==> src/include/charger_ctrl_pkg.sv <==
// Package: register map, reset values, field layout and timing of the charger control block
package charger_ctrl_pkg;

  // ****************************************
  // Register map
  // ****************************************
  localparam logic [7:0] OFS_CHARGER_CONTROL_FIVE = 8'h14;
  localparam logic [7:0] OFS_POWER_POINT_CONTROL  = 8'h15;
  localparam logic [7:0] RST_CHARGER_CONTROL_FIVE = 8'h16;
  localparam logic [7:0] RST_POWER_POINT_CONTROL  = 8'haa;

  // ****************************************
  // Field positions
  // ****************************************
  localparam int BIT_SHIP_FITTED    = 7;
  localparam int BIT_RESERVED       = 6;
  localparam int BIT_DISCHARGE_SNS  = 5;
  localparam int POS_DISCHARGE_LIM  = 3;
  localparam int BIT_INT_ILIM       = 2;
  localparam int BIT_EXT_ILIM       = 1;
  localparam int BIT_BATT_OCP       = 0;
  localparam int POS_FRACTION       = 5;
  localparam int POS_DELAY          = 3;
  localparam int POS_INTERVAL       = 1;
  localparam int BIT_TRACK_EN       = 0;

  // Fraction is (9 + code) / 16, so 0.5625 .. 1 in steps of 0.0625
  localparam logic [4:0] FRACTION_BASE = 5'h09;
  localparam int         FRACTION_SHIFT = 4;

  // ****************************************
  // Timing
  // ****************************************
  localparam int CLOCK_NS       = 40;
  localparam int MS_NS          = 1000000;
  localparam int TICK_CYCLES    = MS_NS / CLOCK_NS;
  localparam int DELAY_MS_0     = 50;
  localparam int DELAY_MS_1     = 300;
  localparam int DELAY_MS_2     = 2000;
  localparam int INTERVAL_MS_0  = 30000;
  localparam int INTERVAL_MS_1  = 120000;
  localparam int INTERVAL_MS_2  = 600000;
  localparam int INTERVAL_MS_3  = 1800000;

  // ****************************************
  // Carriers
  // ****************************************
  typedef struct packed {
    logic       discharge_sense_en;
    logic [1:0] discharge_current_limit_sel;
    logic       internal_input_current_limit_en;
    logic       external_input_limit_en;
    logic       batt_overcurrent_protect_en;
    logic [1:0] ship_drive_ctrl;
  } charger_ctrl_s;

  typedef struct packed {
    logic [2:0] open_voltage_fraction;
    logic [1:0] open_voltage_delay_sel;
    logic [1:0] interval_sel;
    logic       power_point_track_en;
  } track_ctrl_s;

  typedef enum logic [1:0] {ST_IDLE, ST_WAIT, ST_SETTLE, ST_SAMPLE} track_state_e;

endpackage : charger_ctrl_pkg

==> src/rtl/charger_ctrl5_mppt_regs.sv <==
// Charger control registers and open-circuit power-point tracking sequencer
//
// Functional notes
// Software sets ship-switch-fitted bit to match whether a ship switch is fitted.
// Ship switch not fitted: over-current enable and ship drive forced zero, writes ignored.
// Ship switch fitted: over-current enable and ship drive become writable and usable.
// Discharge sense enable bit 5, cleared by watchdog or register reset, gates sensing.
// Discharge limit bits 4-3: 3 A, 4 A, 5 A, off; reset code 10b.
// Internal input current limit enable bit 2, default 1, watchdog and register reset.
// External input limit enable bit 1, default 1, restored by register reset only.
// Over-current protection enable bit 0, default 0, cleared by watchdog or register reset.
// After measurement, voltage limit equals open voltage times (9+code)/16; default 101b.
// Measurement delay codes 0,1,2 give 50 ms, 300 ms, 2 s; default 01b.
// Measurement interval 30 s, 2, 10, 30 min; default 01b; register reset restores.
// Tracking enable bit 0, default 0, register reset; periodically measures open voltage.
// First register at 0x14 resets to 0x16; bit 6 reads zero.
// Tracking register at 0x15 resets to 0xaa.
// Discharge limit loads code 2 at reset despite table naming code 3.
// Reserved bit writes ignored; locked fields read their forced value.
`timescale 1ns/1ps

module charger_ctrl5_mppt_regs #(
  parameter int TICK_CYCLES = charger_ctrl_pkg::TICK_CYCLES,  // Clock cycles per millisecond
  parameter int VW          = 16                              // Voltage word width
) (
  input  wire logic                            clock,          // 25 MHz clock
  input  wire logic                            nrst,           // Async reset, active low
  input  wire logic [7:0]                      reg_addr,       // Register offset from host port
  input  wire logic [7:0]                      reg_wdata,      // Write data
  input  wire logic                            reg_wr,         // Write strobe, one cycle
  output logic      [7:0]                      reg_rdata,      // Read data, combinational
  input  wire logic                            watchdog_expire,// Watchdog expiry pulse
  input  wire logic                            reg_reset,      // Register reset command pulse
  input  wire logic [1:0]                      ship_drive_req, // Requested ship drive code
  input  wire logic [VW-1:0]                   open_voltage,   // Measured open bus voltage
  input  wire logic                            open_voltage_valid, // Measurement done pulse
  output charger_ctrl_pkg::charger_ctrl_s      charger_ctrl,   // Effective control fields
  output charger_ctrl_pkg::track_ctrl_s        track_ctrl,     // Tracking control fields
  output logic                                 measure_stop,   // Converter halted for sampling
  output logic      [VW-1:0]                   input_voltage_limit, // Tracked voltage limit
  output logic                                 limit_update    // Limit updated pulse
);

  // ****************************************
  // Register storage
  // ****************************************
  logic [7:0] ctrl5_q;
  logic [7:0] track_q;
  logic [7:0] ctrl5_d;
  logic [7:0] track_d;

  // Address decode shared by the write strobes and the read mux
  wire sel_ctrl5 = (reg_addr == charger_ctrl_pkg::OFS_CHARGER_CONTROL_FIVE);
  wire sel_track = (reg_addr == charger_ctrl_pkg::OFS_POWER_POINT_CONTROL);
  wire wr_ctrl5  = reg_wr && sel_ctrl5;
  wire wr_track  = reg_wr && sel_track;
  wire fitted   = ctrl5_q[charger_ctrl_pkg::BIT_SHIP_FITTED];

  // Bits returned to their reset value by watchdog expiry; ship fitted and external limit survive it
  localparam logic [7:0] WDOG_MASK = 8'h3d;
  localparam logic [7:0] RSV_MASK  = 8'h40;

  wire [7:0] ctrl5_wdog = (ctrl5_q & ~WDOG_MASK)
                        | (charger_ctrl_pkg::RST_CHARGER_CONTROL_FIVE & WDOG_MASK);
  // Register reset keeps ship fitted, which only a power-on or a host write clears
  wire [7:0] ctrl5_rst  = {ctrl5_q[charger_ctrl_pkg::BIT_SHIP_FITTED],
                           charger_ctrl_pkg::RST_CHARGER_CONTROL_FIVE[6:0]};
  wire [7:0] ctrl5_wr   = reg_wdata & ~RSV_MASK;
  // Register reset beats watchdog beats host write; a write that meets
  // either reset event in the same cycle is lost
  wire [7:0] ctrl5_pre  = reg_reset       ? ctrl5_rst  :
                          watchdog_expire ? ctrl5_wdog :
                          wr_ctrl5        ? ctrl5_wr   : ctrl5_q;
  // Lock follows the new fitted value so a write setting both takes effect at once
  wire       fit_next   = ctrl5_pre[charger_ctrl_pkg::BIT_SHIP_FITTED];
  assign ctrl5_d = {ctrl5_pre[7:1],
                    ctrl5_pre[charger_ctrl_pkg::BIT_BATT_OCP] & fit_next};

  // Watchdog leaves the tracking settings alone
  assign track_d = reg_reset ? charger_ctrl_pkg::RST_POWER_POINT_CONTROL :
                   wr_track  ? reg_wdata : track_q;

  always_ff @(posedge clock or negedge nrst) begin
    if (!nrst) begin
      ctrl5_q <= charger_ctrl_pkg::RST_CHARGER_CONTROL_FIVE;
    end else begin
      ctrl5_q <= ctrl5_d;
    end
  end

  always_ff @(posedge clock or negedge nrst) begin
    if (!nrst) begin
      track_q <= charger_ctrl_pkg::RST_POWER_POINT_CONTROL;
    end else begin
      track_q <= track_d;
    end
  end

  // ****************************************
  // Read path and field outputs
  // ****************************************
  // Reserved bit is never stored, masked again so a read can never show it
  wire [7:0] ctrl5_view = ctrl5_q & ~RSV_MASK;
  assign reg_rdata = sel_ctrl5 ? ctrl5_view :
                     sel_track ? track_q    : 8'h00;

  assign charger_ctrl.discharge_sense_en =
    ctrl5_q[charger_ctrl_pkg::BIT_DISCHARGE_SNS];
  assign charger_ctrl.discharge_current_limit_sel =
    ctrl5_q[charger_ctrl_pkg::POS_DISCHARGE_LIM +: 2];
  assign charger_ctrl.internal_input_current_limit_en =
    ctrl5_q[charger_ctrl_pkg::BIT_INT_ILIM];
  assign charger_ctrl.external_input_limit_en =
    ctrl5_q[charger_ctrl_pkg::BIT_EXT_ILIM];
  assign charger_ctrl.batt_overcurrent_protect_en =
    ctrl5_q[charger_ctrl_pkg::BIT_BATT_OCP] & fitted;
  assign charger_ctrl.ship_drive_ctrl = fitted ? ship_drive_req : 2'h0;

  assign track_ctrl.open_voltage_fraction  = track_q[charger_ctrl_pkg::POS_FRACTION +: 3];
  assign track_ctrl.open_voltage_delay_sel = track_q[charger_ctrl_pkg::POS_DELAY +: 2];
  assign track_ctrl.interval_sel           = track_q[charger_ctrl_pkg::POS_INTERVAL +: 2];
  assign track_ctrl.power_point_track_en   = track_q[charger_ctrl_pkg::BIT_TRACK_EN];

  // ****************************************
  // Millisecond tick
  // ****************************************
  // Free running, so the first millisecond of a settle may be up to one tick short
  logic [15:0] tick_q;
  wire         tick = (tick_q == 16'(TICK_CYCLES - 1));

  always_ff @(posedge clock or negedge nrst) begin
    if (!nrst) tick_q <= 16'h0000;
    else       tick_q <= tick ? 16'h0000 : tick_q + 16'h0001;
  end

  // ****************************************
  // Open-circuit sampling sequencer
  // ****************************************
  // Delay and interval tables in milliseconds
  function automatic logic [20:0] delay_ms(input logic [1:0] sel);
    unique case (sel)
      2'h0:    delay_ms = 21'(charger_ctrl_pkg::DELAY_MS_0);
      2'h1:    delay_ms = 21'(charger_ctrl_pkg::DELAY_MS_1);
      default: delay_ms = 21'(charger_ctrl_pkg::DELAY_MS_2); // Code 3 undefined, held at 2 s
    endcase
  endfunction : delay_ms

  function automatic logic [20:0] interval_ms(input logic [1:0] sel);
    unique case (sel)
      2'h0: interval_ms = 21'(charger_ctrl_pkg::INTERVAL_MS_0);
      2'h1: interval_ms = 21'(charger_ctrl_pkg::INTERVAL_MS_1);
      2'h2: interval_ms = 21'(charger_ctrl_pkg::INTERVAL_MS_2);
      2'h3: interval_ms = 21'(charger_ctrl_pkg::INTERVAL_MS_3);
    endcase
  endfunction : interval_ms

  charger_ctrl_pkg::track_state_e state_q;
  charger_ctrl_pkg::track_state_e state_d;
  logic [20:0]                    ms_q;
  logic [20:0]                    ms_d;
  logic [VW-1:0]                  limit_q;
  logic [VW-1:0]                  limit_d;
  logic                           update_q;

  wire        track_en  = track_ctrl.power_point_track_en;
  wire [20:0] dly_tgt   = delay_ms(track_ctrl.open_voltage_delay_sel);
  wire [20:0] int_tgt   = interval_ms(track_ctrl.interval_sel);
  wire [4:0]  frac_mul  = charger_ctrl_pkg::FRACTION_BASE
                        + {2'h0, track_ctrl.open_voltage_fraction};
  wire [VW+4:0] product = open_voltage * frac_mul;
  wire [VW-1:0] scaled  = product[charger_ctrl_pkg::FRACTION_SHIFT +: VW];
  wire          sampled = (state_q == charger_ctrl_pkg::ST_SAMPLE) && open_voltage_valid;

  always_comb begin
    state_d = state_q;
    ms_d    = tick ? ms_q + 21'h000001 : ms_q;
    limit_d = sampled ? scaled : limit_q;
    unique case (state_q)
      charger_ctrl_pkg::ST_IDLE: begin
        ms_d = 21'h000000;
        // First measurement follows enabling without waiting an interval
        if (track_en) state_d = charger_ctrl_pkg::ST_SETTLE;
      end
      charger_ctrl_pkg::ST_WAIT: begin
        if (ms_q >= int_tgt) begin
          state_d = charger_ctrl_pkg::ST_SETTLE;
          ms_d    = 21'h000000;
        end
      end
      charger_ctrl_pkg::ST_SETTLE: begin
        if (ms_q >= dly_tgt) state_d = charger_ctrl_pkg::ST_SAMPLE;
      end
      charger_ctrl_pkg::ST_SAMPLE: begin
        if (open_voltage_valid) begin
          state_d = charger_ctrl_pkg::ST_WAIT;
          ms_d    = 21'h000000;
        end
      end
    endcase
    if (!track_en) state_d = charger_ctrl_pkg::ST_IDLE;
  end

  always_ff @(posedge clock or negedge nrst) begin
    if (!nrst) begin
      state_q  <= charger_ctrl_pkg::ST_IDLE;
      ms_q     <= 21'h000000;
      limit_q  <= '0;
      update_q <= 1'b0;
    end else begin
      state_q  <= state_d;
      ms_q     <= ms_d;
      limit_q  <= limit_d;
      update_q <= sampled;
    end
  end

  // Converter held off through settle and sample so the bus is unloaded
  assign measure_stop        = (state_q == charger_ctrl_pkg::ST_SETTLE)
                             || (state_q == charger_ctrl_pkg::ST_SAMPLE);
  assign input_voltage_limit = limit_q;
  assign limit_update        = update_q;

endmodule : charger_ctrl5_mppt_regs

==> config.mk <==
export PLATFORM = sky130hd
export DESIGN_NAME = charger_ctrl5_mppt_regs
export DESIGN_NICKNAME = d
export VERILOG_FILES = /design/src/include/charger_ctrl_pkg.sv /design/src/rtl/charger_ctrl5_mppt_regs.sv
export SDC_FILE = /design/constraint.sdc
export NUM_CORES = 1
export LEC_CHECK = 0
export BUFFER_PORTS_ARGS = -buffer_cell sky130_fd_sc_hd__buf_4
export CAP_MARGIN = 20
export CORE_MARGIN = 1.5
export CORE_UTILIZATION = 46
export DETAILED_ROUTE_END_ITERATION = 6
export GPL_ROUTABILITY_DRIVEN = 0
export PLACE_DENSITY = 0.66
export SLEW_MARGIN = 10
export SYNTH_ARGS = -nofsm -noshare
export SYNTH_HDL_FRONTEND = slang
export SYNTH_SLANG_ARGS = --single-unit
export TNS_END_PERCENT = 10
==> constraint.sdc <==
create_clock -name clock -period 13.6 [get_ports clock]
set_clock_uncertainty 0.1 [all_clocks]
set_input_delay 2.72 -clock clock [delete_from_list [all_inputs] [get_ports clock]]
set_output_delay 2.72 -clock clock [all_outputs]
set_load 0.02 [all_outputs]
==> run summary <==
largest net degree at the start of global routing: 72
total power draw: 606 uW
Critical Path Sink Type: primary output
Syn Std Cell Area: 0.00640 sq mm
Critical Path Fanout Max: 17
synth top area cells: dfrtp_1 25%, fa_1 13%, ha_1 12%
root buf cell: clkbuf_16
Post-route DRC: 0
reg2reg setup slack: 8030 ps
unrepaired setup endpoints after global routing: false
final hold violation count: 0
PwrDens: 82.1 mW/mm^2
PortBufs: 81
FMAX: 142 MHz
kind of critical path: in -> out
antenna violations before repair: 0
Post-CTS Resized: 0
Period minus WS final: 7050 ps
full die area: 0.0146 sq mm
Required @ worst endpoint: 10780 ps
FFs w/ async S/R, synth: 100%
worst min path class: reg -> reg
die height: 121 um
Vias per Instance: 5.34
Crit. Startpoint: reg_addr[5]
slew margin rel.: 34.5%
clk buf depth: 2
Initial Util: 47.7%
GRT Total Usage: 20.4%
H-tree levels: 3
diodes inserted: 0
top cell type's share of synthesized area: 25.0%
CTS tree: done
Min-Delay Endpoint: tick_q[0]
kind of start point of the critical path: input port
area grow syn2layout: 15.3%
min-delay src: tick_q[0]
io pins: 82
GRT overflow: 0
cell family with most CP delay: simple AND/OR/NAND/NOR gates
router iterations before antenna repair: 5
final worst path period share: 51.8%
leakage power: 3.65 nW
crit path max-delay cell type: and4_1
syn avg cell area: 8.85 sq um
Post-Synthesis Cells: 723
Synth area leader: dfrtp_1
post-route ant nets: 0
Crit path top cell by count: buf_4
Final Slew Violations: 0
# hold bufs at CTS: 0
Synth cell types: 53
worst skew pair latency: 330 ps
share of cells above drive strength 1: 14.1%
Iter 0 DRT Violations: 275
reg2reg end: input_voltage_limit[15]
Max VDD drop: 43.8 uV
worst r2r src: track_ctrl[5]
Arrival @ worst endpoint: 4230 ps
Syn Nets: 862
Yosys reg bits: 71
crit-path cells: buf_4, nor4b_1, and4_1, a22o_1, buf_4
Final setup viols: 0
clock sinks: 71
Post-synth top flop: dfrtp_1
Buf+Inv Stages, Crit Path: 2
Die W: 121 um
Vias: 5178
Min Hold Slack: 382 ps
final WL: 14000 um
Slew @ Worst Pin: 976 ps
routed len/inst: 14.5 um
Worst-path clk slew: 60 ps
final net count: 929
reg2reg path depth: 14
post-CTS setup buffer count: 0
status: complete, no violations
Ys Warns: 0
dpl cells: 955
sequential share of the synthesized area: 27.9%
vias in the first global route: 5129
Rows: 42
setup tns final: 0 ps
hold depth: 1
number of flops mapped to enable cells by yosys: 0
dpl hpwl: 11100 um
Max Cap Viol: 0
first-pass GRT wire length: 24300 um
slowest cell delay on critical path: 640 ps
Layout Cells excl Fill: 969
core region area: 0.0134 sq mm
CTS buffer count: 9
## cells in the mapped netlist, types with 13 or more instances
library cell  instances
xor2_1               21
nor2_1               45
xnor2_1              25
dfrtp_1              64
nor3_1               15
a21oi_1              27
nand4_1              13
and2_1               54
nand2b_1             14
o21ai_0              25
and3_1               15
ha_1                 59
fa_1                 40
nand3_1              45
nand2_1              66
inv_1                79
clkbuf_1             19
## cell usage in the layout (no fill, tap or decap), types with 4 or more instances in the layout
cell / count
nor2_1: 45
nand3b_1: 5
inv_1: 79
o21ai_0: 25
xor2_1: 21
fa_1: 40
nand2_1: 66
clkbuf_16: 9
buf_4: 83
dfstp_2: 7
nand4_1: 13
and2_1: 54
nand3_1: 45
nor2b_1: 4
o211ai_1: 4
ha_1: 59
and3_1: 15
xnor2_1: 25
a21oi_1: 27
nor3_1: 15
nand2b_1: 14
a22o_1: 7
dfrtp_1: 64
a21o_1: 7
o31ai_1: 5
## where the power goes
part	total [mW]	switching [mW]	leakage (nW)	internal, mW
Combinational	0.190	0.110	2.58	0.0798
Clock	0.204	0.0832	0.120	0.120
Sequential	0.212	0.000172	0.954	0.212
## kinds of logic after synthesis
group | Yosys count | synth area share, %
AND/OR/NAND/NOR | 295 | 24.2
buffers and inverters | 106 | 6.59
AO/OA/AOI/OAI | 102 | 10.3
adder cells (fa/ha/maj) | 99 | 24.1
flip-flops | 71 | 27.9
XOR/XNOR | 46 | 6.30
multiplexers | 4 | 0.645
## worst max-delay path by stage
stage                    to  cells after the start
2_1_floorplan  reg_rdata[5]                      5
3_3_place_gp   reg_rdata[4]                      5
3_5_place_dp   reg_rdata[3]                      5
4_1_cts        reg_rdata[3]                      5
5_1_grt        reg_rdata[3]                      5
6_report       reg_rdata[3]                      5
## state kept, by name (all words and copies together) (netlist names)
register	count
ms_q	21
input_voltage_limit	16
tick_q	16
track_ctrl	8
ctrl5_q	7
state_q	2
limit_update	1
## through the flow
step / utilization (%) / cell area [sq um] / setup WS, ps
2_1_floorplan: - / 6400 / 6750
3_3_place_gp: 53.1 / 7120 / 6650
3_5_place_dp: 53.1 / 7120 / 6540
4_1_cts: 55.0 / 7370 / 6550
5_1_grt: 55.0 / 7370 / 6360
6_report: 55.0 / 7370 / 6550
## routing by layer
metal	wire length, um	vias up	GRT usage [%]
li1	-	2562	-
met1	6350	2505	26.6
met2	7080	92	35.5
met3	346	19	1.27
met4	263	0	8.01
met5	0	-	0
## final cells by class
type                            instances  area, sq um
Clock inverter                          4         25.0
Clock buffer                           10          229
Inverter                               79          297
Fill cell                            1218         6030
Multi-Input combinational cell        546         4200
Sequential cell                        71         1790
Timing Repair Buffer                   83          623
Tap cell                              176          220
No activity file was read; power rests on OpenSTA's default activity.
